==> src/pkg/arith_pkg.sv <==
// shared constants and operation codes for the twos-complement arithmetic unit
package arith_pkg;

  localparam int WORD_W = 16;
  localparam int DISP_W = 9;
  localparam int BYTE_W = 8;
  localparam int PROD_W = 2 * WORD_W;

  // bit index of the displacement sign inside the instruction word (printed bit 8 of 1..16)
  localparam int DISP_SIGN_POS = 8;
  // bit index of the word sign (printed bit 1 of 1..16)
  localparam int WORD_SIGN_POS = 15;

  localparam logic [15:0] WORD_ZERO = 16'h0000;
  localparam logic [15:0] WORD_ONE = 16'h0001;
  localparam logic [15:0] MOST_NEG = 16'h8000;

  // reset values of the registered outputs
  localparam logic [15:0] RESULT_RST = 16'h0000;
  localparam logic [15:0] RESULT_HI_RST = 16'h0000;
  localparam logic OVERFLOW_RST = 1'b0;
  localparam logic CARRY_RST = 1'b0;
  localparam logic DONE_RST = 1'b0;
  localparam logic ZERO_RST = 1'b1;
  localparam logic NEGATIVE_RST = 1'b0;
  localparam logic HI_EXACT_RST = 1'b1;

  // cycles from an accepted request to its answer
  localparam int LATENCY_CYC = 1;

  localparam int OP_W = 3;
  localparam logic [2:0] OP_ADD = 3'h0;
  localparam logic [2:0] OP_SUB = 3'h1;
  localparam logic [2:0] OP_NEG = 3'h2;
  localparam logic [2:0] OP_EXT_DISP = 3'h3;
  localparam logic [2:0] OP_EXT_BYTE = 3'h4;
  localparam logic [2:0] OP_SHL = 3'h5;
  localparam logic [2:0] OP_SHR = 3'h6;
  localparam logic [2:0] OP_MUL = 3'h7;

endpackage

==> src/hdl/twos_complement_arith_unit.sv <==
// sixteen-bit twos-complement arithmetic and shift datapath with registered results
`timescale 1ns/1ps
module twos_complement_arith_unit #(
  parameter int WORD_W = arith_pkg::WORD_W
) (
  input wire logic CLK, // processor clock, 250 MHz
  input wire logic RST, // asynchronous reset, active high
  input wire logic CE, // clock enable, freezes all state when low
  input wire logic START, // request strobe, one operation per high cycle
  input wire logic [2:0] OP, // operation code
  input wire logic [15:0] OPERAND_A, // first operand word
  input wire logic [15:0] OPERAND_B, // second operand word
  input wire logic [15:0] INSTR, // instruction word holding the displacement
  output logic [15:0] RESULT, // result word, low half of a product
  output logic [15:0] RESULT_HI, // high half of a product, sign fill otherwise
  output logic OVERFLOW, // signed overflow of the last operation
  output logic CARRY, // carry out of the last operation if an add, subtract or negate, else zero
  output logic ZERO, // result word is zero
  output logic NEGATIVE, // result word sign bit
  output logic HI_EXACT, // high half alone is a correct value
  output logic DONE // one-cycle pulse, results updated
);

  logic [15:0] add_a;
  logic [15:0] add_b;
  logic add_cin;
  logic [15:0] add_sum;
  logic add_cout;
  logic add_ovf;
  logic is_add;
  logic is_sub;
  logic is_neg;
  logic arith_op;
  logic [15:0] disp_ext;
  logic [15:0] byte_ext;
  logic [15:0] shl_val;
  logic [15:0] shr_val;
  logic shl_ovf;
  logic signed [31:0] product;
  logic mul_ovf;
  logic [15:0] next_result;
  logic [15:0] next_result_hi;
  logic next_overflow;
  logic next_carry;
  logic take;

  assign take = START && CE;
  assign is_add = (OP == arith_pkg::OP_ADD);
  assign is_sub = (OP == arith_pkg::OP_SUB);
  assign is_neg = (OP == arith_pkg::OP_NEG);
  assign arith_op = is_add || is_sub || is_neg;

  // negate and subtract share the adder: invert, then carry in one
  assign add_a = is_neg ? ~OPERAND_A : OPERAND_A;
  assign add_b = is_neg ? arith_pkg::WORD_ZERO : (is_sub ? ~OPERAND_B : OPERAND_B);
  assign add_cin = is_sub || is_neg;

  word_adder #(
    .W(WORD_W)
  ) u_adder (
    .a(add_a),
    .b(add_b),
    .cin(add_cin),
    .sum(add_sum),
    .cout(add_cout),
    .ovf(add_ovf)
  );

  // displacement field is the low nine bits; its top bit is the sign
  assign disp_ext = {{(16 - arith_pkg::DISP_W){INSTR[arith_pkg::DISP_SIGN_POS]}},
                     INSTR[arith_pkg::DISP_W-1:0]};
  assign byte_ext = {{(16 - arith_pkg::BYTE_W){OPERAND_A[arith_pkg::BYTE_W-1]}},
                     OPERAND_A[arith_pkg::BYTE_W-1:0]};

  assign shl_val = {OPERAND_A[14:0], 1'b0};
  assign shl_ovf = OPERAND_A[15] ^ OPERAND_A[14];
  assign shr_val = {OPERAND_A[arith_pkg::WORD_SIGN_POS], OPERAND_A[15:1]};

  // one-cycle signed multiply; timing is tight at 250 MHz but keeps the unit single-latency
  assign product = $signed(OPERAND_A) * $signed(OPERAND_B);
  assign mul_ovf = (product[31:16] != {16{product[15]}});

  assign next_result =
    arith_op ? add_sum :
    (OP == arith_pkg::OP_EXT_DISP) ? disp_ext :
    (OP == arith_pkg::OP_EXT_BYTE) ? byte_ext :
    (OP == arith_pkg::OP_SHL) ? shl_val :
    (OP == arith_pkg::OP_SHR) ? shr_val :
    product[15:0];

  // outside a multiply the high half carries the sign fill of the result
  assign next_result_hi = (OP == arith_pkg::OP_MUL) ? product[31:16] : {16{next_result[15]}};

  // negating the most negative word overflows through the adder itself
  assign next_overflow =
    arith_op ? add_ovf :
    (OP == arith_pkg::OP_SHL) ? shl_ovf :
    (OP == arith_pkg::OP_MUL) ? mul_ovf :
    1'b0;

  assign next_carry = arith_op ? add_cout : 1'b0;

  always_ff @(posedge CLK or posedge RST)
  begin
    if (RST)
    begin
      RESULT <= arith_pkg::RESULT_RST;
      RESULT_HI <= arith_pkg::RESULT_HI_RST;
      OVERFLOW <= arith_pkg::OVERFLOW_RST;
      CARRY <= arith_pkg::CARRY_RST;
      ZERO <= arith_pkg::ZERO_RST;
      NEGATIVE <= arith_pkg::NEGATIVE_RST;
      HI_EXACT <= arith_pkg::HI_EXACT_RST;
      DONE <= arith_pkg::DONE_RST;
    end
    else if (CE)
    begin
      DONE <= START;
      if (START)
      begin
        RESULT <= next_result;
        RESULT_HI <= next_result_hi;
        OVERFLOW <= next_overflow;
        CARRY <= next_carry;
        ZERO <= (next_result == arith_pkg::WORD_ZERO);
        NEGATIVE <= next_result[arith_pkg::WORD_SIGN_POS];
        HI_EXACT <= (next_result == arith_pkg::WORD_ZERO);
      end
    end
  end

  // helper values for the checks below
  logic [15:0] add_ref;
  logic add_ovf_ref;
  logic [31:0] mul_ref;

  assign add_ref = OPERAND_A + OPERAND_B;
  assign add_ovf_ref = (OPERAND_A[15] == OPERAND_B[15]) && (add_ref[15] != OPERAND_A[15]);
  assign mul_ref = 32'($signed(OPERAND_A) * $signed(OPERAND_B));

  property p_sign_flag;
    @(posedge CLK) disable iff (RST)
    NEGATIVE == RESULT[15];
  endproperty
  a_sign_flag: assert property (p_sign_flag) else $error("sign flag differs from result top bit");

  property p_word_sign;
    @(posedge CLK) disable iff (RST)
    // a signed difference below zero shows as sign bit set unless it wrapped through overflow
    take && (OP == arith_pkg::OP_SUB) && ($signed(OPERAND_A) < $signed(OPERAND_B)) |=> NEGATIVE != OVERFLOW;
  endproperty
  a_word_sign: assert property (p_word_sign) else $error("borrowing subtract left sign clear");

  property p_negate;
    @(posedge CLK) disable iff (RST)
    take && is_neg |=> RESULT == (~$past(OPERAND_A) + arith_pkg::WORD_ONE) && DONE;
  endproperty
  a_negate: assert property (p_negate) else $error("negate is not invert plus one");

  property p_disp_ext;
    @(posedge CLK) disable iff (RST)
    take && (OP == arith_pkg::OP_EXT_DISP) |=>
      RESULT == {{7{$past(INSTR[8])}}, $past(INSTR[8:0])} && RESULT_HI == {16{$past(INSTR[8])}};
  endproperty
  a_disp_ext: assert property (p_disp_ext) else $error("displacement widened wrongly");

  property p_byte_ext;
    @(posedge CLK) disable iff (RST)
    take && (OP == arith_pkg::OP_EXT_BYTE) |=>
      RESULT[15:8] == {8{$past(OPERAND_A[7])}} && RESULT[7:0] == $past(OPERAND_A[7:0]);
  endproperty
  a_byte_ext: assert property (p_byte_ext) else $error("byte not filled with its sign");

  property p_add;
    @(posedge CLK) disable iff (RST)
    take && is_add |=> RESULT == $past(add_ref) && CARRY == ($past(add_ref) < $past(OPERAND_A));
  endproperty
  a_add: assert property (p_add) else $error("unsigned sum or carry wrong");

  property p_add_ovf;
    @(posedge CLK) disable iff (RST)
    take && is_add |=> OVERFLOW == $past(add_ovf_ref);
  endproperty
  a_add_ovf: assert property (p_add_ovf) else $error("signed add overflow wrong");

  property p_zero_neg;
    @(posedge CLK) disable iff (RST)
    take && is_neg && (OPERAND_A == arith_pkg::WORD_ZERO) |=> ZERO && !NEGATIVE && !OVERFLOW;
  endproperty
  a_zero_neg: assert property (p_zero_neg) else $error("negated zero is not plain zero");

  property p_most_neg;
    @(posedge CLK) disable iff (RST)
    take && is_neg && (OPERAND_A == arith_pkg::MOST_NEG) |=> OVERFLOW && RESULT == arith_pkg::MOST_NEG;
  endproperty
  a_most_neg: assert property (p_most_neg) else $error("most negative negation not flagged");

  property p_shl;
    @(posedge CLK) disable iff (RST)
    take && (OP == arith_pkg::OP_SHL) |=>
      RESULT == {$past(OPERAND_A[14:0]), 1'b0} && OVERFLOW == (RESULT[15] != $past(OPERAND_A[15]));
  endproperty
  a_shl: assert property (p_shl) else $error("left shift or lost-bit flag wrong");

  property p_shr;
    @(posedge CLK) disable iff (RST)
    take && (OP == arith_pkg::OP_SHR) |=>
      RESULT == {$past(OPERAND_A[15]), $past(OPERAND_A[15:1])} && !OVERFLOW;
  endproperty
  a_shr: assert property (p_shr) else $error("right shift did not copy the sign");

  property p_mul;
    @(posedge CLK) disable iff (RST)
    take && (OP == arith_pkg::OP_MUL) |=>
      {RESULT_HI, RESULT} == $past(mul_ref) && HI_EXACT == (RESULT == arith_pkg::WORD_ZERO);
  endproperty
  a_mul: assert property (p_mul) else $error("double-length product wrong");

  property p_hold;
    @(posedge CLK) disable iff (RST)
    // with the clock enable low the done pulse is frozen, so only an enabled idle cycle must clear it
    !take |=> $stable(OVERFLOW) && (!$past(CE) || !DONE);
  endproperty
  a_hold: assert property (p_hold) else $error("overflow changed without an operation");

  property p_done;
    @(posedge CLK) disable iff (RST)
    take |=> DONE ##1 (!$past(CE) || $past(START) || !DONE);
  endproperty
  a_done: assert property (p_done) else $error("done pulse missing or stretched");

  property p_c_most_neg;
    @(posedge CLK) disable iff (RST)
    take && is_neg && (OPERAND_A == arith_pkg::MOST_NEG);
  endproperty
  c_most_neg: cover property (p_c_most_neg);

  property p_c_add_ovf;
    @(posedge CLK) disable iff (RST)
    take && is_add ##1 OVERFLOW;
  endproperty
  c_add_ovf: cover property (p_c_add_ovf);

  property p_c_mul_inexact;
    @(posedge CLK) disable iff (RST)
    take && (OP == arith_pkg::OP_MUL) ##1 !HI_EXACT && RESULT_HI[15];
  endproperty
  c_mul_inexact: cover property (p_c_mul_inexact);

  property p_c_shl_lost;
    @(posedge CLK) disable iff (RST)
    take && (OP == arith_pkg::OP_SHL) ##1 OVERFLOW;
  endproperty
  c_shl_lost: cover property (p_c_shl_lost);

endmodule

==> src/hdl/word_adder.sv <==
// unsigned word adder with carry out and signed overflow
`timescale 1ns/1ps
module word_adder #(
  parameter int W = 16
) (
  input wire logic [W-1:0] a, // first addend
  input wire logic [W-1:0] b, // second addend
  input wire logic cin, // carry in
  output logic [W-1:0] sum, // low W bits of the sum
  output logic cout, // carry out of the top bit
  output logic ovf // signed result does not fit
);

  logic [W:0] full;

  // the sign bit is just the top magnitude bit here
  assign full = {1'b0, a} + {1'b0, b} + {{W{1'b0}}, cin};
  assign sum = full[W-1:0];
  assign cout = full[W];
  // same-signed inputs giving a differently signed sum
  assign ovf = (a[W-1] == b[W-1]) && (sum[W-1] != a[W-1]);

endmodule

==> config.mk <==
export PLATFORM = sky130hd
export DESIGN_NAME = twos_complement_arith_unit
export DESIGN_NICKNAME = d
export VERILOG_FILES = /design/src/pkg/arith_pkg.sv /design/src/hdl/twos_complement_arith_unit.sv /design/src/hdl/word_adder.sv
export SDC_FILE = /design/constraint.sdc
export NUM_CORES = 1
export LEC_CHECK = 0
export ABC_CLOCK_PERIOD_IN_PS = 1000
export BUFFER_PORTS_ARGS = -buffer_cell sky130_fd_sc_hd__buf_2
export CORE_MARGIN = 5
export CORE_UTILIZATION = 50
export DETAILED_ROUTE_END_ITERATION = 8
export GPL_TIMING_DRIVEN = 1
export PLACE_DENSITY = 0.68
export RECOVER_POWER = 25
export SLEW_MARGIN = 30
export SYNTH_ARGS = -nofsm -noshare
export SYNTH_HDL_FRONTEND = slang
export SYNTH_SLANG_ARGS = --single-unit
==> constraint.sdc <==
create_clock -name CLK -period 1 [get_ports CLK]
set_input_delay 0.15 -clock CLK [delete_from_list [all_inputs] [get_ports CLK]]
set_output_delay 0.15 -clock CLK [all_outputs]
set_load 0.01 [all_outputs]
## Word-level counts from Yosys, hierarchy flattened

Index checks and enable logic that the tools add are counted.

- Add/sub/neg operators: 2
- $mul: 1
- Equality and inequality tests: 10
- Multiplexer cells: 13
- Bitwise operators: 3
- Reduce and logical (&&, ||, !) cells: 7

Operator list:

| kind | count |
|---|---|
| 16-bit two-way mux | 9 |
| 16-bit by 16-bit multiplier with 32-bit output | 1 |
| 16-bit NOT | 2 |
| 16-bit by 16-bit adder with 17-bit output | 1 |
| 17-bit by 1-bit adder with 17-bit output | 1 |
| 16-bit logical NOT | 1 |
| 16-bit != test | 1 |
| 3-bit == test, second input constant | 4 |
| 3-bit by 2-bit == test with 1-bit output, second input constant | 2 |
| 1-bit two-way mux | 4 |
| 3-bit by 1-bit == test with 1-bit output, second input constant | 1 |
| 3-bit logical NOT | 1 |
| 1-bit logical OR | 3 |
| 2-bit AND reduction | 1 |
| 1-bit == test | 1 |
| 1-bit logical AND | 1 |
| 1-bit != test | 1 |
| 1-bit XOR | 1 |

- Flip-flop bits (word level): 37
- Input bits: 55

## Logic depth before layout (Yosys ltp)

Gate-level depths: netlist (run 1).

- Depth after elaboration: 8
- Depth in mapped cells: 27

## Hierarchy

From an unflattened synthesis (run 1), not the netlist that was laid out.

- Cell total of the unflattened synthesis: 1561
- Area, all modules: 13509.2 sq um

Modules (own cells, without submodules):

| module | times used | cells each | area each (sq um) | sequential area each (sq um) |
|---|---|---|---|---|
| twos_complement_arith_unit | 1 | 1462 | 12726.0 | 902.1 |
| word_adder | 1 | 99 | 783.3 | 0.0 |

## Worst setup path after synthesis (run 1)

OpenSTA, ideal clock, no wires.

- Path kind: input port to flip-flop
- From: input port OPERAND_A[15]
- To: register OVERFLOW
- Arrival: 6.322 ns
- Required time: 0.880 ns
- Slack: -5.442 ns
- Cell stages on the path: 24
- Path through: clkbuf_1 -> buf_1 -> nand2_1 -> inv_1 -> fa_1 -> fa_1 -> fa_1 -> fa_1 -> fa_1 -> inv_1 -> fa_1 -> inv_1 -> ha_1 -> buf_4 -> nand2_1 -> nor2_1 -> nand2_1 -> o311ai_1 -> o2111ai_1 -> a211o_1 -> xnor2_2 -> a21boi_0 -> nand4_1 -> a31o_1

- Word-level cells in the longest chain between the ends: 7

Ends and longest elaborated chain:

| what | line | text |
|---|---|---|
| start: declaration | twos_complement_arith_unit.sv:11 | `input wire logic [15:0] OPERAND_A,` |
| parallel branches: the longest is 6 deep, another holds 16-bit by 16-bit multiplier with 32-bit output | - |  |
| 1-bit two-way mux * | twos_complement_arith_unit.sv:96 | `arith_op ? add_ovf :` |
| end signal: assignment | twos_complement_arith_unit.sv:109 | `OVERFLOW <= arith_pkg::OVERFLOW_RST;` |
| end signal: assignment | twos_complement_arith_unit.sv:123 | `OVERFLOW <= next_overflow;` |
| end: declaration | twos_complement_arith_unit.sv:16 | `output logic OVERFLOW,` |

Mark *: on every way between the ends.
A chain may end at the register's enable or synchronous reset.

## Final worst setup path (run 1)

- From: input port OPERAND_A[5]
- To: register OVERFLOW

Same word-level chain as after synthesis.

==> summary.md, run 1 <==
| Metric | Value |
|---|---|
| Starting density of the core | 0.505 |
| Top area cells in the synthesized netlist | sky130_fd_sc_hd__fa_1, sky130_fd_sc_hd__ha_1, sky130_fd_sc_hd__inv_1 |
| Relative slew slack | 0.620 |
| Synthesis Warnings | 0 |
| Inserted Diodes | 0 |
| Die Outline Area | 0.0304 mm² |
| Ports | 93 |
| Post-route worst hold slack | 0.175 ns |
| Sum of net half-perimeters after detailed placement | 32,700 µm |
| Filler-free cell count of the finished design | 2,238 |
| Clock period minus worst slack | 5.83 ns |
| Setup slack of the most critical reg-to-reg path | 0.09 ns |
| Core area | 0.0268 mm² |
| Routed vias/inst | 5.48 |
| Clock latency reported for the late side of the worst-skew pair | 0.28 ns |
| Slowest stage cell on the critical path | sky130_fd_sc_hd__fa_2 |
| Type of the most critical hold path | input port to flip-flop |
| Post-Synthesis Cells | 1,561 |
| Yosys reg bits | 36 |
| Maximum fanout encountered on the critical timing path | 8 |
| Total clock sinks | 36 |
| Main flop type after synthesis | sky130_fd_sc_hd__dfrtp_1 |
| Critical Path Source Type | input port |
| Fmax | 171 MHz |
| Number of buffers inserted during clock tree synthesis | 5 |
| Violated checks | negative setup slack |
| Max-slew violations | 0 |
| Max Clock Skew | 0 ns |
| Via count of the first global-routing pass | 13,300 |
| CP Data Required Time | 1.17 ns |
| Dpl cell area | 0.0166 mm² |
| Clock tree from TritonCTS | done |
| Routed wire length | 41,800 µm |
| All-Layer GR Usage | 0.273 |
| Number of filler cells placed in the layout | 1,890 |
| Width of the chip | 174 µm |
| Remaining DRCs | 0 |
| Unrepaired setup endpoints after global routing | yes |
| Family of cells with the greatest summed delay on the critical path | adder cells |
| Final setup violation count | 37 |
| Total via count after detailed routing | 12,300 |
| Synth-to-Final Area Change | 38.8% |
| Hold Path Cell Cnt | 3 |
| Quantity of I/O buffers inserted on ports | 85 |
| Arrival time of the worst setup path | 6.01 ns |
| CTS clock-pin slew for the worst setup and hold paths | 0.06 ns |
| Number of synthesized flops with an enable pin | 0 |
| Area of all placed cells without fillers | 0.0188 mm² |
| Maximum cell stage delay along the critical path | 0.57 ns |
| Buffer levels on the longest clock path | 2 |
| Overall die height | 174 µm |
| Number of stages on the worst setup path | 25 |
| Share of cells above drive strength 1 | 0.363 |
| Root buf cell | sky130_fd_sc_hd__clkbuf_16 |
| Least-Margin Pin Slew | 0.567 ns |
| Max_cap viols | 0 |
| Initial antenna violation count | 1 |
| Post-placement setup slack | -5.32 ns |
| Antenna-violating nets left | 0 |
| Mapped Nets | 1,977 |
| Cell accounting for the most synthesized area | sky130_fd_sc_hd__fa_1 |
| Endpoint type of the worst setup path | flip-flop |
| First-pass iteration count of the detailed router | 7 |
| Final WS setup | -4.83 ns |
| Pin count of the biggest net entering global routing | 37 |
| Routed length per placed instance | 18.7 µm |
| Status | finished with violations |
| Post-Syn Area | 0.0135 mm² |
| Routability cong. | 0.875 |
| Most common library cell in the layout ignoring fill and taps | sky130_fd_sc_hd__buf_4 |
| Layout net count | 2,312 |
| Combined buffer and inverter count along the critical path | 7 |
| Residual overflow from global routing | 0 |
| Multi-input gate area | 0.0127 mm² |
| Mean area per synthesized cell | 8.67 µm² |
| Number of standard-cell rows in the floorplan | 60 |
| H-Tree Depth | 2 |
| Area share of the largest cell type after synthesis | 0.391 |
| Worst r2r path cells | 2 |
| Cell count after placement | 2,178 |
| Starting DRT DRC Count | 900 |
| Commonest cells after routing, fill and taps aside | sky130_fd_sc_hd__buf_4, sky130_fd_sc_hd__inv_1, sky130_fd_sc_hd__fa_1, sky130_fd_sc_hd__nand2_1, sky130_fd_sc_hd__and2_1 |
| Register area | 902 µm² |
| Final hold violations | 0 |
| Number of distinct library cells after synthesis | 82 |
| Asr flop ratio synth | 1.00 |
| Period Utilization, post-route | 5.83 |
| First-pass GRT wire length | 67,500 µm |
| Crit Path Category | input port to flip-flop |
| Sequential area share after synthesis | 0.0667 |
[area by class of cell]
cell class,count,share of cell area
Clock buffer,5,0.00666
Inverter,288,0.0579
Sequential cell,36,0.0480
Clock inverter,3,0.000999
Tap cell,341,0.0227
Multi-Input combinational cell,1149,0.674
Timing Repair Buffer,416,0.189
[cell usage after synthesis (6+ instances only)]
cell                         n
sky130_fd_sc_hd__nor3_1     11
sky130_fd_sc_hd__nand2_1   187
sky130_fd_sc_hd__xor2_1     27
sky130_fd_sc_hd__a21o_1     14
sky130_fd_sc_hd__nor2_1     82
sky130_fd_sc_hd__nand3_1    11
sky130_fd_sc_hd__ha_1       97
sky130_fd_sc_hd__nand4_1     9
sky130_fd_sc_hd__dfrtp_1    35
sky130_fd_sc_hd__buf_1       6
sky130_fd_sc_hd__fa_1      264
sky130_fd_sc_hd__xnor2_1    49
sky130_fd_sc_hd__o211ai_1    7
sky130_fd_sc_hd__clkbuf_1   69
sky130_fd_sc_hd__o31ai_1     7
sky130_fd_sc_hd__and2_1    122
sky130_fd_sc_hd__and3_1     10
sky130_fd_sc_hd__o21ai_0    43
sky130_fd_sc_hd__a211oi_1    6
sky130_fd_sc_hd__inv_1     288
sky130_fd_sc_hd__a21oi_1    85
sky130_fd_sc_hd__nor2b_1     7
sky130_fd_sc_hd__o21a_1     10
[state kept, by name, summed over array words and instances (netlist names)]
name and count:
RESULT 16, RESULT_HI 16, CARRY 1, DONE 1
HI_EXACT 1, OVERFLOW 1
[per-layer routing]
metal | up-vias | global-route usage | wire [µm]
met1 | 6205 | 0.354 | 16600
li1 | 5528 | - | -
met2 | 425 | 0.488 | 21500
met3 | 102 | 0.0235 | 2160
met4 | 0 | 0.0789 | 1510
met5 | - | 0 | 0
[cells by family after synthesis]
family / share of synthesized area
muxes: 0.0114
DFF: 0.0667
AOI/OAI and AO/OA: 0.114
buffers and inverters: 0.108
xor gates and xnor gates: 0.0504
adders and majority gates: 0.480
and+or+nand+nor: 0.169
[worst register-to-register path, cell delays in order, from the launching register on]
cell                      delay [ns]
sky130_fd_sc_hd__dfrtp_1        0.40
sky130_fd_sc_hd__a32o_1         0.22
sky130_fd_sc_hd__a31o_1         0.18
[timing repair]
item,4_1_cts,5_1_grt
buffers inserted,28,30
pin swaps,117,62
cloned,2,0
hold buffers,1,0
hold endpoints to repair,35,0
endpoints found under the setup margin,37,38
gates resized for setup,297,83
[worst paths after layout]
| kind | from | endpoint |
|---|---|---|
| max | OPERAND_A[5] | OVERFLOW$_DFFE_PP0P_ |
| min | CE | DONE$_DFFE_PP0P_ |
| max reg2reg | OVERFLOW$_DFFE_PP0P_ | OVERFLOW$_DFFE_PP0P_ |
| min reg2reg | RESULT[0]$_DFFE_PP0P_ | RESULT[0]$_DFFE_PP0P_ |
| max in group asynchronous | RST | HI_EXACT$_DFFE_PP1P_ |
| min in group asynchronous | RST | RESULT_HI[1]$_DFFE_PP0P_ |
[metrics by stage]
step                      TNS (ns)  utilization
after floorplan            -131.99            -
after global placement     -149.96        0.618
after detailed placement   -150.25        0.618
after CTS                  -130.88        0.680
after global routing       -142.26        0.701
final                      -137.57        0.701
Power of run 1 is not shown: default switching activity piles up to over one toggle a cycle in this logic, so the estimate is an artifact.
==> run 2, diff against run 1 <==
--- a/config.mk
+++ b/config.mk
@@ -5,8 +5,10 @@
 export SDC_FILE = /design/constraint.sdc
 export NUM_CORES = 1
 export LEC_CHECK = 0
+export ABC_AREA = 1
 export ABC_CLOCK_PERIOD_IN_PS = 1000
 export BUFFER_PORTS_ARGS = -buffer_cell sky130_fd_sc_hd__buf_2
+export CORE_ASPECT_RATIO = 1.4
 export CORE_MARGIN = 5
 export CORE_UTILIZATION = 50
 export DETAILED_ROUTE_END_ITERATION = 8
==> run 2 against run 1 <==
The flow still finishes with violations (negative setup slack). Critical path depth up 4. Fmax grew 8.3%. Final cell count up 25%. Design area grew 9.0%. Die area increased by 6.8%. Clock skew stayed put. Largest cell class unchanged.
==> summary.md, run 2 <==
| Metric | Value |
|---|---|
| Status | finished with violations |
| Violated checks | negative setup slack |
| Buffer levels on the longest clock path | 2 (unchanged) |
| Inserted Diodes | 0 (unchanged) |
| Registers with the most flip-flops | RESULT x16, RESULT_HI x16 |
| Asr flop ratio synth | 1.00 (unchanged) |
| Routability cong. | 0.950 (+8.5%) |
| First-pass iteration count of the detailed router | 5 (-2) |
| Most common library cell in the layout ignoring fill and taps | sky130_fd_sc_hd__nand2_1 |
| Residual overflow from global routing | 0 (unchanged) |
| Number of standard-cell rows in the floorplan | 73 (+22%) |
| Sequential area share after synthesis | 0.0623 (-0.00441) |
| Ports | 93 (unchanged) |
| Root buf cell | sky130_fd_sc_hd__clkbuf_16 |
| Width of the chip | 154 µm (-12%) |
| CTS clock-pin slew for the worst setup and hold paths | 0.06 ns (about the same) |
| Crit Reg-Reg Startpoint | RESULT_HI[9]$_DFFE_PP0P_ |
| All-Layer GR Usage | 0.297 (+0.0245) |
| Setup slack of the most critical reg-to-reg path | 0.21 ns (+0.12 ns) |
| Share of cells above drive strength 1 | 0.350 (-0.0131) |
| Arrival time of the worst setup path | 5.60 ns (-0.41 ns) |
| Yosys reg bits | 36 (unchanged) |
| Routed vias/inst | 5.22 (-4.8%) |
| Synthesis Warnings | 0 (unchanged) |
| Least-Margin Pin Slew | 0.713 ns (+0.146 ns) |
| Type of the most critical hold path | input port to flip-flop |
| Met2 Routed Length | 25,900 µm (+20%) |
| Antenna-violating nets left | 0 (unchanged) |
| Starting density of the core | 0.508 (+0.00354) |
| Pin count of the biggest net entering global routing | 44 (+19%) |
| Unrepaired setup endpoints after global routing | yes |
| Main flop type after synthesis | sky130_fd_sc_hd__dfrtp_1 |
| Top area cells in the synthesized netlist | sky130_fd_sc_hd__fa_1, sky130_fd_sc_hd__nand2_1, sky130_fd_sc_hd__inv_1 |
| CP Data Required Time | 1.21 ns (+0.04 ns) |
| Wire length on met1 | 18,400 µm (+11%) |
| Critical Path Source Type | input port |
| Maximum cell stage delay along the critical path | 0.55 ns (-0.02 ns) |
| Slowest stage cell on the critical path | sky130_fd_sc_hd__fa_1 |
| H-Tree Depth | 2 (unchanged) |
| Worst setup path start | OPERAND_A[9] |
| Via count of the first global-routing pass | 15,500 (+17%) |
| Max Clock Skew | 0 ns (unchanged) |
| Clock tree from TritonCTS | done |
| Clock period minus worst slack | 5.39 ns (-0.448 ns) |
| Hold Path End | DONE$_DFFE_PP0P_ |
| First-pass GRT wire length | 77,500 µm (+15%) |
| Quantity of I/O buffers inserted on ports | 85 (unchanged) |
| List of most frequent post-synthesis cells | sky130_fd_sc_hd__nand2_1, sky130_fd_sc_hd__inv_1, sky130_fd_sc_hd__fa_1 |
| Most used standard cell by instance count after synthesis | sky130_fd_sc_hd__nand2_1 |
| Max_cap viols | 0 (unchanged) |
| Endpoint type of the worst setup path | flip-flop |
| Launch instance of the worst min-delay path | CE |
| Cell repeated most along the worst path | sky130_fd_sc_hd__fa_1 |
| Number of filler cells placed in the layout | 2,213 (+17%) |
| Crit Path Category | input port to flip-flop |
| Number of synthesized flops with an enable pin | 0 (unchanged) |
| Synth-to-Final Area Change | 41.4% |
| Initial antenna violation count | 0 (-1) |
| Hold Path Cell Cnt | 2 (-1) |
| Sum of net half-perimeters after detailed placement | 40,500 µm (+24%) |
| Area of all placed cells without fillers | 0.0205 mm² (+9.0%) |
| Fmax | 186 MHz (+8.3%) |
| Dpl cell area | 0.0182 mm² (+9.6%) |
| Total clock sinks | 36 (unchanged) |
| Overall die height | 211 µm (+21%) |
| Detailed-routed wire length on met3 | 2270 µm (+4.9%) |
| Mean area per synthesized cell | 7.07 µm² (-18%) |
| Starting DRT DRC Count | 826 (-8.2%) |
| Multi-input gate area | 0.0129 mm² (+2.2%) |
| Worst reg2reg endpoint | RESULT_HI[9]$_DFFE_PP0P_ |
| Die Outline Area | 0.0325 mm² (+6.8%) |
| Max-slew violations | 0 (unchanged) |
| Final setup violation count | 37 (unchanged) |
| Area share of the largest cell type after synthesis | 0.365 (-0.0258) |
| Routed length per placed instance | 17.7 µm (-5.2%) |
| Post-Synthesis Cells | 2,048 (+31%) |
| Number of buffers inserted during clock tree synthesis | 5 (unchanged) |
| Remaining DRCs | 0 (unchanged) |
| Layout net count | 2,841 (+23%) |
| Relative slew slack | 0.523 (-0.0974) |
| Post-Syn Area | 0.0145 mm² (+7.1%) |
| Register area | 902 µm² (unchanged) |
| Mapped Nets | 2,464 (+25%) |
| Worst r2r path cells | 3 (+1) |
| Final hold violations | 0 (unchanged) |
| Maximum fanout encountered on the critical timing path | 8 (unchanged) |
| Final WS setup | -4.39 ns (+0.448 ns) |
| Cell accounting for the most synthesized area | sky130_fd_sc_hd__fa_1 |
| Total via count after detailed routing | 14,600 (+19%) |
| Commonest cells after routing, fill and taps aside | sky130_fd_sc_hd__nand2_1, sky130_fd_sc_hd__inv_1, sky130_fd_sc_hd__buf_4, sky130_fd_sc_hd__fa_1, sky130_fd_sc_hd__nor2_1 |
| DR top layer | met4 |
| Core area | 0.0285 mm² (+6.3%) |
| Clock latency reported for the late side of the worst-skew pair | 0.29 ns (about the same) |
| Period Utilization, post-route | 5.39 (-0.448) |
| Number of distinct library cells after synthesis | 43 (-48%) |
| Routed wire length | 49,600 µm (+19%) |
-- run 2: routing by layer --
metal  global-route usage  vias to the layer above
met5                    0                        -
met4                0.153                        0
met3               0.0256                      186
met2                0.537                      543
met1                0.352                     7081
li1                     -                     6798
-- run 2: kinds of logic after synthesis --
logic type,count (synthesis),share of synthesized area
AOI/OAI and AO/OA,205,0.0771
xor gates and xnor gates,37,0.0224
adders and majority gates,361,0.449
buffers and inverters,607,0.160
DFF,36,0.0623
and+or+nand+nor,802,0.230
-- run 2: worst max path at each step --
stage	to	slack, ns	cells after the start
floorplan	OVERFLOW$_DFFE_PP0P_	-4.33	29
global placement	OVERFLOW$_DFFE_PP0P_	-5.02	28
detailed placement	OVERFLOW$_DFFE_PP0P_	-5.00	27
CTS	OVERFLOW$_DFFE_PP0P_	-4.34	31
global route	OVERFLOW$_DFFE_PP0P_	-4.68	32
finish	RESULT_HI[10]$_DFFE_PP0P_	-4.39	29
-- run 2: stage by stage --
| stage | util | setup slack (ns) | setup TNS, ns | hold slack [ns] | std cells |
|---|---|---|---|---|---|
| 3_3_place_gp | 0.637 | -5.02 | -139.42 | 0.207 | 2747 |
| 3_5_place_dp | 0.637 | -5.00 | -140.38 | 0.211 | 2747 |
| 4_1_cts | 0.697 | -4.34 | -123.87 | 0.0668 | 2791 |
| 5_1_grt | 0.719 | -4.68 | -132.35 | 0.113 | 2801 |
| 6_report | 0.719 | -4.39 | -126.29 | 0.0667 | 2801 |
| 2_1_floorplan | - | -4.33 | -119.29 | 0.257 | 2048 |
-- run 2: repair_timing --
action	in CTS	in global routing
gates cloned	4	2
hold buffers	1	0
pin swaps	165	114
endpoints found under the setup margin	39	45
endpoints found under the hold margin	35	0
resized for setup	365	123
setup buffers	37	12
-- run 2: worst max-delay path: cells and delay by family --
family          cells  cell delay (ns)
fa+ha+maj           7             3.36
buf+inv            10             0.95
compound gates      2             0.23
simple gates       10             0.89
-- run 2: cell type report --
type                            instances  share of cell area
Clock inverter                          3            0.000917
Timing Repair Buffer                  459               0.199
Sequential cell                        36              0.0441
Clock buffer                            5             0.00611
Tap cell                              375              0.0229
Inverter                              517              0.0954
Multi-Input combinational cell       1406               0.632
Power of run 2 is left out for the same reason.
==> run 3, diff against run 2 <==
--- a/config.mk
+++ b/config.mk
@@ -8,7 +8,6 @@
 export ABC_AREA = 1
 export ABC_CLOCK_PERIOD_IN_PS = 1000
 export BUFFER_PORTS_ARGS = -buffer_cell sky130_fd_sc_hd__buf_2
-export CORE_ASPECT_RATIO = 1.4
 export CORE_MARGIN = 5
 export CORE_UTILIZATION = 50
 export DETAILED_ROUTE_END_ITERATION = 8
==> run 3 against run 2 <==
The run still ends with negative setup slack left. Worst setup slack worse by 0.12 ns. Sequential share of layout area grew 0.051 points. First-iteration DRC count up 36%. Register-to-register slack about the same. Clock-buffer cell count did not move. Non-clock buffer count is 16 lower. Wire length up 1.2%. Hold slack improved by 0.0036 ns. Highest routed layer unchanged.
==> summary.md, run 3 (synthesis gave the netlist of run 2 again) <==
| Metric | Value |
|---|---|
| Maximum fanout encountered on the critical timing path | 12 (+4) |
| Critical Path Source Type | input port |
| Buffer levels on the longest clock path | 2 (unchanged) |
| Routed length per placed instance | 18.0 µm (+1.4%) |
| Root buf cell | sky130_fd_sc_hd__clkbuf_16 |
| Fmax | 182 MHz (-2.2%) |
| Area of all placed cells without fillers | 0.0202 mm² (-1.1%) |
| Final setup violation count | 37 (unchanged) |
| Commonest cells after routing, fill and taps aside | sky130_fd_sc_hd__nand2_1, sky130_fd_sc_hd__inv_1, sky130_fd_sc_hd__buf_4, sky130_fd_sc_hd__fa_1, sky130_fd_sc_hd__nor2_1 |
| Die Outline Area | 0.0325 mm² (-0.15%) |
| Dpl cell area | 0.0180 mm² (-0.99%) |
| Synth-to-Final Area Change | 39.8% |
| Relative slew slack | 0.570 (+0.0471) |
| Overall die height | 180 µm (-15%) |
| Layout net count | 2,825 (-0.56%) |
| Violated checks | negative setup slack |
| Maximum cell stage delay along the critical path | 0.67 ns (+0.12 ns) |
| Max-slew violations | 0 (unchanged) |
| Routed vias/inst | 5.24 (+0.40%) |
| Slowest stage cell on the critical path | sky130_fd_sc_hd__fa_2 |
| Most common library cell in the layout ignoring fill and taps | sky130_fd_sc_hd__nand2_1 |
| Total clock sinks | 36 (unchanged) |
| Core area | 0.0286 mm² (+0.45%) |
| Routability cong. | 0.947 (-0.26%) |
| Starting density of the core | 0.506 (-0.00227) |
| Type of the most critical hold path | input port to flip-flop |
| Post-placement setup slack | -5.00 ns (+0.00224 ns) |
| Total via count after detailed routing | 14,600 (+0.15%) |
| Clock period minus worst slack | 5.51 ns (+0.120 ns) |
| Width of the chip | 180 µm (+17%) |
| Number of buffers inserted during clock tree synthesis | 5 (unchanged) |
| Starting DRT DRC Count | 1,126 (+36%) |
| All-Layer GR Usage | 0.302 (+0.00511) |
| Period Utilization, post-route | 5.51 (+0.120) |
| Inserted Diodes | 0 (unchanged) |
| Sum of net half-perimeters after detailed placement | 40,100 µm (-0.98%) |
| Final core utilization | 0.707 (-0.0114) |
| Residual overflow from global routing | 0 (unchanged) |
| Clock tree from TritonCTS | done |
| Final WS setup | -4.51 ns (-0.120 ns) |
| Registers with the most flip-flops | RESULT x16, RESULT_HI x16 |
| Via count of the first global-routing pass | 15,300 (-1.0%) |
| CTS clock-pin slew for the worst setup and hold paths | 0.06 ns (about the same) |
| Remaining DRCs | 0 (unchanged) |
| Endpoint type of the worst setup path | flip-flop |
| First-pass iteration count of the detailed router | 5 (unchanged) |
| Status | finished with violations |
| Cell repeated most along the worst path | sky130_fd_sc_hd__nand2_1 |
| Post-route worst hold slack | 0.0702 ns (+0.00356 ns) |
| Unrepaired setup endpoints after global routing | yes |
| CP Data Required Time | 1.17 ns (-0.04 ns) |
| Share of cells above drive strength 1 | 0.334 (-0.0151) |
| Number of standard-cell rows in the floorplan | 62 (-15%) |
| Pin count of the biggest net entering global routing | 44 (unchanged) |
| Max_cap viols | 0 (unchanged) |
| First-pass GRT wire length | 79,600 µm (+2.7%) |
| Antenna-violating nets left | 0 (unchanged) |
| Ports | 93 (unchanged) |
| Routed wire length | 50,200 µm (+1.2%) |
| Clock latency reported for the late side of the worst-skew pair | 0.28 ns (about the same) |
| Crit Path Category | input port to flip-flop |
| Max Clock Skew | 0 ns (unchanged) |
| Quantity of I/O buffers inserted on ports | 85 (unchanged) |
| Final hold violations | 0 (unchanged) |
| Initial antenna violation count | 0 (unchanged) |
| Least-Margin Pin Slew | 0.643 ns (-0.0704 ns) |
| Arrival time of the worst setup path | 5.68 ns (+0.08 ns) |
| H-Tree Depth | 2 (unchanged) |
[run 3: cell count changes in the layout (fill, tap and decap cells not counted), sizes merged]
cell / delta
clkinvlp: +1
bufinv: +1
buf: -16
clkinv: -1
clkbuf: +1
bufbuf: -1
inv: -1
[run 3: metal layers]
metal	part of all wire	global-route usage
met5	0	0
met4	0.035	0.0853
met3	0.059	0.0331
met2	0.50	0.529
met1	0.41	0.400
[run 3: timing repair]
item                                    CTS  global route
setup buffers                            34            26
hold buffers                              1             0
pin swaps                               126           116
endpoints found under the setup margin   37            40
resized for setup                       298           138
gates cloned                              3             1
hold endpoints to repair                  5             0
[run 3: worst paths after layout]
path                                               start                        end  slack (ns)  cells past startpoint
worst max-delay path                       OPERAND_A[15]       OVERFLOW$_DFFE_PP0P_       -4.51                     29
worst min-delay path                                  CE           DONE$_DFFE_PP0P_        0.07                      2
worst max register to register  RESULT_HI[5]$_DFFE_PP0P_   RESULT_HI[5]$_DFFE_PP0P_        0.20                      2
worst min register to register    RESULT[10]$_DFFE_PP0P_     RESULT[10]$_DFFE_PP0P_        0.47                      2
max in group asynchronous                            RST       HI_EXACT$_DFFE_PP1P_        0.08                      4
min in group asynchronous                            RST  RESULT_HI[11]$_DFFE_PP0P_        0.34                      3
[run 3: per-stage QoR]
stage          cells  TNS (ns)
3_5_place_dp    2734   -143.18
6_report        2794   -127.84
3_3_place_gp    2734   -142.48
2_1_floorplan   2048   -119.29
5_1_grt         2794   -133.48
4_1_cts         2775   -125.05
[run 3: critical path, delay by kind of cell]
kind | cells | cell delay [ns]
compound gates | 2 | 0.31
simple gates | 13 | 1.05
fa+ha+maj | 7 | 3.41
buf+inv | 7 | 0.75
[run 3: final cells by class]
cell class              instances  area, µm²
clock buffers                   5        125
clock inverters                 3       42.5
fillers                      2262       8380
inverters                     517       1950
multi-input cells            1406      12900
flip-flops and latches         36        902
well taps                     384        480
repair buffers                443       3830
Power of run 3 is left out for the same reason.
